<file path="src/fssr_pkg.sv">
/*
 Constants shared by the fault shutdown and restart sequencer.
 Assumes all comparator indications arrive as synchronous single-bit levels.
*/
package fssr_pkg;
    // Width of the sticky fault cause vector
    localparam int FSSR_NUM_FAULTS = 4;
    // Fault vector bit positions
    localparam int FSSR_BIT_UV   = 0;
    localparam int FSSR_BIT_OV   = 1;
    localparam int FSSR_BIT_STOP = 2;
    localparam int FSSR_BIT_OC   = 3;
    // Reset values of the latches and the synchroniser stages
    localparam logic FSSR_FAULT_RST   = 1'b0;
    localparam logic FSSR_START_RST   = 1'b0;
    localparam logic FSSR_PERMIT_RST  = 1'b0;
    localparam logic FSSR_SYNC_RST    = 1'b0;
endpackage

</file>
<file path="src/fssr_sequencer.sv">
/*
 Fault shutdown and restart sequencer: fault, start and restart-permit latches.
 Assumes comparator levels from analog sensing; reset stands for power cycling.
*/
`timescale 1ns/10ps
module fssr_sequencer (
    // Clock and reset
    input  wire logic i_sys_clk,
    input  wire logic i_reset_n,
    // Comparator levels from analog sensing
    input  wire logic i_supply_level_sense,
    input  wire logic i_overvolt_above,
    input  wire logic i_ext_stop_low,
    input  wire logic i_overcurrent_shutdown,
    input  wire logic i_reset_term_low,
    // Pulse-width request from the modulator
    input  wire logic i_pwm_request,
    // Gated outputs
    output logic      o_pwm_out,
    output logic      o_softstart_clamp,
    output logic      o_driver_arm,
    // Status
    output logic      o_fault_latched,
    output logic      o_start_latched,
    output logic      o_restart_permit,
    output logic [fssr_pkg::FSSR_NUM_FAULTS-1:0] o_fault_cause
);
    import fssr_pkg::*;

    logic [4:0] raw_in;
    logic [4:0] sync_in;
    logic       supply_ok;
    logic       low_supply_condition;
    logic       undervolt_fault_gate;
    logic       fault_collect_gate;
    logic       restart_clear_gate;
    logic       softstart_clamp_gate;
    logic [FSSR_NUM_FAULTS-1:0] cause_now;

    logic       fault;
    logic       start;
    logic       permit;
    logic [FSSR_NUM_FAULTS-1:0] cause;
    logic       next_fault;
    logic       next_start;
    logic       next_permit;
    logic [FSSR_NUM_FAULTS-1:0] next_cause;

    assign raw_in = {i_reset_term_low, i_overcurrent_shutdown, i_ext_stop_low,
                     i_overvolt_above, i_supply_level_sense};

    // Comparator synchronisers
    genvar gi;
    generate
        for (gi = 0; gi < 5; gi++) begin : g_sync
            fssr_sync u_sync (
                .i_sys_clk (i_sys_clk),
                .i_reset_n (i_reset_n),
                .i_level   (raw_in[gi]),
                .o_level   (sync_in[gi])
            );
        end
    endgenerate

    assign supply_ok            = sync_in[0];
    assign low_supply_condition = !supply_ok;
    // Under-voltage only after a prior start
    assign undervolt_fault_gate = low_supply_condition && start;
    // Over-current is the shutdown comparator only
    assign cause_now = {sync_in[3], sync_in[2], sync_in[1], undervolt_fault_gate};
    assign fault_collect_gate = |cause_now;
    // Clear path from permit latch at low supply
    assign restart_clear_gate = permit && low_supply_condition;
    // Clamp from fault or below start level
    assign softstart_clamp_gate = fault || low_supply_condition;

    always_comb begin
        next_fault  = fault;
        next_start  = start;
        next_permit = permit;
        next_cause  = cause;
        // Start latch sets at start level
        if (supply_ok) begin
            next_start = 1'b1;
        end
        // Fault sticks once seen clear only while supply low
        if (restart_clear_gate) begin
            next_fault = 1'b0;
            next_start = 1'b0;
            next_cause = '0;
        end else if (fault_collect_gate) begin
            next_fault = 1'b1;
            next_cause = cause | cause_now;
        end
        // Permit latch: held clear without fault set by terminal low
        // Holds after a short pulse until the fault latch clears
        if (!fault) begin
            next_permit = 1'b0;
        end else if (sync_in[4]) begin
            next_permit = 1'b1;
        end
    end

    always_ff @(posedge i_sys_clk or negedge i_reset_n) begin
        if (!i_reset_n) begin
            fault  <= FSSR_FAULT_RST;
            start  <= FSSR_START_RST;
            permit <= FSSR_PERMIT_RST;
            cause  <= '0;
        end else begin
            fault  <= next_fault;
            start  <= next_start;
            permit <= next_permit;
            cause  <= next_cause;
        end
    end

    // Pulse output killed by fault or clamp
    assign o_pwm_out         = i_pwm_request && !softstart_clamp_gate;
    assign o_softstart_clamp = softstart_clamp_gate;
    // Driver-arm follows supply level regardless of fault
    assign o_driver_arm      = supply_ok;
    assign o_fault_latched   = fault;
    assign o_start_latched   = start;
    assign o_restart_permit  = permit;
    assign o_fault_cause     = cause;
endmodule

</file>
<file path="src/fssr_sync.sv">
/*
 Two-flop level synchroniser for one comparator output.
 Assumes one clock domain and an asynchronous active-low reset.
*/
`timescale 1ns/10ps
module fssr_sync (
    // Clock and reset
    input  wire logic i_sys_clk,
    input  wire logic i_reset_n,
    // Level in and out
    input  wire logic i_level,
    output logic      o_level
);
    import fssr_pkg::*;

    logic stage1;
    logic stage2;
    logic next_stage1;
    logic next_stage2;

    always_comb begin
        next_stage1 = i_level;
        next_stage2 = stage1;
    end

    always_ff @(posedge i_sys_clk or negedge i_reset_n) begin
        if (!i_reset_n) begin
            stage1 <= FSSR_SYNC_RST;
            stage2 <= FSSR_SYNC_RST;
        end else begin
            stage1 <= next_stage1;
            stage2 <= next_stage2;
        end
    end

    assign o_level = stage2;
endmodule

</file>
<file path="config.mk">
export PLATFORM = sky130hd
export DESIGN_NAME = fssr_sequencer
export DESIGN_NICKNAME = d
export VERILOG_FILES = /design/src/fssr_pkg.sv /design/src/fssr_sequencer.sv /design/src/fssr_sync.sv
export SDC_FILE = /design/constraint.sdc
export NUM_CORES = 1
export LEC_CHECK = 0
export ABC_AREA = 1
export ABC_CLOCK_PERIOD_IN_PS = 830
export BUFFER_PORTS_ARGS = -buffer_cell sky130_fd_sc_hd__buf_4
export CELL_PAD_IN_SITES_DETAIL_PLACEMENT = 0
export CELL_PAD_IN_SITES_GLOBAL_PLACEMENT = 2
export CORE_MARGIN = 2
export CORE_UTILIZATION = 28
export DETAILED_ROUTE_END_ITERATION = 10
export MAX_ROUTING_LAYER = met4
export PLACE_DENSITY_LB_ADDON = 0.1
export SYNTH_ARGS = -nofsm -noshare
export SYNTH_HDL_FRONTEND = slang
export SYNTH_HIERARCHICAL = 1
export SYNTH_SLANG_ARGS = --single-unit
export TNS_END_PERCENT = 50
</file>
<file path="constraint.sdc">
create_clock -name i_sys_clk -period 0.83 [get_ports i_sys_clk]
set_input_delay 0.166 -clock i_sys_clk [delete_from_list [all_inputs] [get_ports i_sys_clk]]
set_output_delay 0.166 -clock i_sys_clk [all_outputs]
set_load 0.005 [all_outputs]
</file>
==> results.sh <==
export IMPL_worstSetupPathType="reg -> out"
export IMPL_p_comb_frac=0.216
export IMPL_p_int_mw=1.34
export IMPL_tritoncts="built"
export IMPL_clockBufferDepth=2
export IMPL_cp_slowest_cell="dfrtp_1"
export IMPL_synth_distinct_cells=8
export IMPL_netlist_area_um2=531
export IMPL_synth_nets=50
export IMPL_drc=0
export IMPL_grt_pass1_wl_mm=1.50
export IMPL_dr_pass1_iters=2
export IMPL_portBuffers=17
export IMPL_clk_pin_slew_worst_paths_ns=0.09
export IMPL_crit_fanout=3
export IMPL_period_share=1.43
export IMPL_r2r_cells=6
export IMPL_die_w_um=47.5
export IMPL_start_util=0.304
export IMPL_drtIter0Drc=1
export IMPL_layout_drive_gt1_share=0.487
export IMPL_hold_path_class="in -> async"
export IMPL_antenna_found_initial=0
export IMPL_seqCellArea_um2=425
export IMPL_grt_max_degree=18
export IMPL_netSwitchingFraction=0.244
export IMPL_r2r_end="o_fault_cause[3]$_DFFE_PN0P_"
export IMPL_yosys_register_bits=17
export IMPL_ctsRootBufferMaster="clkbuf_4"
export IMPL_start_kind="register"
export IMPL_grt_total_usage=0.104
export IMPL_cp_cell_sequence="inv_2, nand2_2, nor2_1, buf_4"
export IMPL_fin_util=0.506
export IMPL_antenna_cells=0
export IMPL_max_freq_mhz=842
export IMPL_worst_pin_slew_ns=0.212
export IMPL_end_kind="output pin"
export IMPL_status="finished, violations left"
export IMPL_place_ws_ns=-0.0505
export IMPL_hold_viol=0
export IMPL_timing_rr_start="g_sync[0].u_sync/o_level$_DFF_PN0_"
export IMPL_r2r_setup_slack_ns=-0.17
export IMPL_violations="negative setup slack"
export IMPL_wl_um=925
export IMPL_setup_slack_ns=-0.358
export IMPL_viasPerCell=3.84
export IMPL_drv_slew=0
export IMPL_die_h_um=47.5
export IMPL_grt_pass1_vias=368
export IMPL_vias=388
export IMPL_synthArstFlopShare=1.00
export IMPL_gp_congestion=0.652
export IMPL_clk_latency_ns=0.28
export IMPL_use_met2=0.173
export IMPL_pwr_share_seq=0.544
export IMPL_ir_worst_vdd_mv=1.03
export IMPL_yosysWarnings=6
export IMPL_synth_enable_flop_cells=0
export IMPL_overflow=0
export IMPL_arrival_ns=1.02
export IMPL_slew_headroom=0.858
export IMPL_grt_use_met1=0.111
export IMPL_synth_most_common_cell="dfrtp_1"
export IMPL_cpPeakStageDelay_ns=0.42
export IMPL_rsz0062_at_grt="yes"
export IMPL_nFillCells=163
export IMPL_place_hpwl_um=608
export IMPL_io_pins=18
export IMPL_dominantRegCellSynth="dfrtp_1"
export IMPL_yosys_top_cells_count="dfrtp_1 (17), nor2_1 (13), inv_1 (4)"
export IMPL_cts_max_level=1
export IMPL_multi_input_area_um2=100
export IMPL_setup_viol=16
export IMPL_cp_data_required_time_ns=0.66
export IMPL_cap_viol_max_count=0
export IMPL_synthesis_instances=42
export IMPL_num_rows=15
export IMPL_yosys_top_cells_area="dfrtp_1 (80%), nor2_1 (9.2%), inv_1 (2.8%)"
export IMPL_nets=85
export IMPL_yosysSeqAreaShare=0.802
export IMPL_busiest_layer="met2"
export IMPL_core_area_um2=1750
export IMPL_layout_min_cycle_time_ns=1.19
export IMPL_synth_top_area_cell="dfrtp_1"
export IMPL_cts_sinks=17
export IMPL_power_density_nw_per_um2=2010
export IMPL_clock_power_share=0.239
export IMPL_use_met3=0.0226
export IMPL_net_switching_power_mw=0.432
export IMPL_drtAntennaViolNets=0
export IMPL_p_leak_nw=0.433
export IMPL_syn_to_final_growth_pct=66.5
export IMPL_postSynthAreaPerCell_um2=12.6
export IMPL_floorplan_die_area_um2=2260
export IMPL_tns_ns=-2.97
export IMPL_cts_buffers=3
export IMPL_yosysTopAreaCellShare=0.802
export IMPL_fin_skew_ns=0.00196
export IMPL_wire_per_inst_um=9.16
-- power groups by stage --
stage / Clock, mW / Combinational [mW] / Sequential (mW)
after floorplan: 0 / 0.0769 / 0.978
after global placement: 0 / 0.259 / 0.977
final: 0.425 / 0.383 / 0.965
after CTS: 0.456 / 0.372 / 0.964
after global routing: 0.470 / 0.428 / 0.976
after detailed placement: 0 / 0.260 / 0.979
-- routing by layer --
| metal | part of all wire | up-vias |
|---|---|---|
| li1 | - | 191 |
| met1 | 0.41 | 186 |
| met5 | 0 | - |
| met2 | 0.54 | 11 |
| met4 | 0 | 0 |
| met3 | 0.056 | 0 |
-- cells by family (layout without fill, tap and decap cells) --
logic type	Yosys count	in the layout	synth area share
AO/OA/AOI/OAI	1	1	0.0165
buffers and inverters	6	40	0.0424
flip-flops	17	17	0.802
AND/OR/NAND/NOR	18	18	0.139
-- state kept, by name, indices dropped and copies added, names as in the netlist --
signal	cells
o_fault_latched	1
o_restart_permit	1
o_start_latched	1
g_sync.u_sync/o_level	5
g_sync.u_sync/next_stage2	5
o_fault_cause	4
-- area by class of cell --
| type | instances | share of cell area |
|---|---|---|
| Tap cell | 25 | 0.0354 |
| Inverter | 6 | 0.0340 |
| Multi-Input combinational cell | 19 | 0.113 |
| Clock buffer | 4 | 0.0297 |
| Sequential cell | 17 | 0.482 |
| Timing Repair Buffer | 30 | 0.306 |
-- critical path: cells and delay by family (launching register included) --
| kind | cells | cell delay, ns |
|---|---|---|
| flip-flops | 1 | 0.42 |
| buffers and inverters | 2 | 0.18 |
| AND/OR/NAND/NOR | 2 | 0.14 |
-- how the worst max path moves through the flow --
stage / from / endpoint / slack [ns] / depth (start not counted)
CTS: o_fault_latched$_DFFE_PN0P_ / o_pwm_out / -0.37 / 4
floorplan: o_fault_latched$_DFFE_PN0P_ / o_pwm_out / 0.03 / 3
global placement: o_fault_latched$_DFFE_PN0P_ / o_pwm_out / -0.03 / 4
finish: o_fault_latched$_DFFE_PN0P_ / o_pwm_out / -0.36 / 4
detailed placement: o_fault_latched$_DFFE_PN0P_ / o_pwm_out / -0.05 / 4
global route: o_fault_latched$_DFFE_PN0P_ / o_pwm_out / -0.43 / 4
-- layout by cell type (no fill, tap or decap), types with 2 or more instances in the layout --
cell / count
dfrtp_1: 17
buf_4: 16
nor2_1: 11
buf_6: 8
dlygate4sd3_1: 6
inv_1: 3
clkbuf_4: 3
nand2_2: 2
nor2_2: 2
-- stage by stage --
stage | hold WS (ns) | std cells | instance area (um^2) | power [mW]
2_1_floorplan | -0.130 | 42 | 531 | 1.06
3_3_place_gp | 0.0402 | 86 | 704 | 1.24
3_5_place_dp | 0.0417 | 86 | 704 | 1.24
4_1_cts | 0.262 | 101 | 866 | 1.79
5_1_grt | 0.282 | 101 | 883 | 1.87
6_report | 0.268 | 101 | 883 | 1.77
-- what timing repair did --
action                                  in CTS  in global routing
hold endpoints to repair                    22                  0
setup buffers                                5                  0
gates resized for setup                     10                  7
endpoints found under the setup margin      10                 17
pin swaps                                    0                  2
hold buffers                                 6                  0
(Power assumes the default switching activity.)
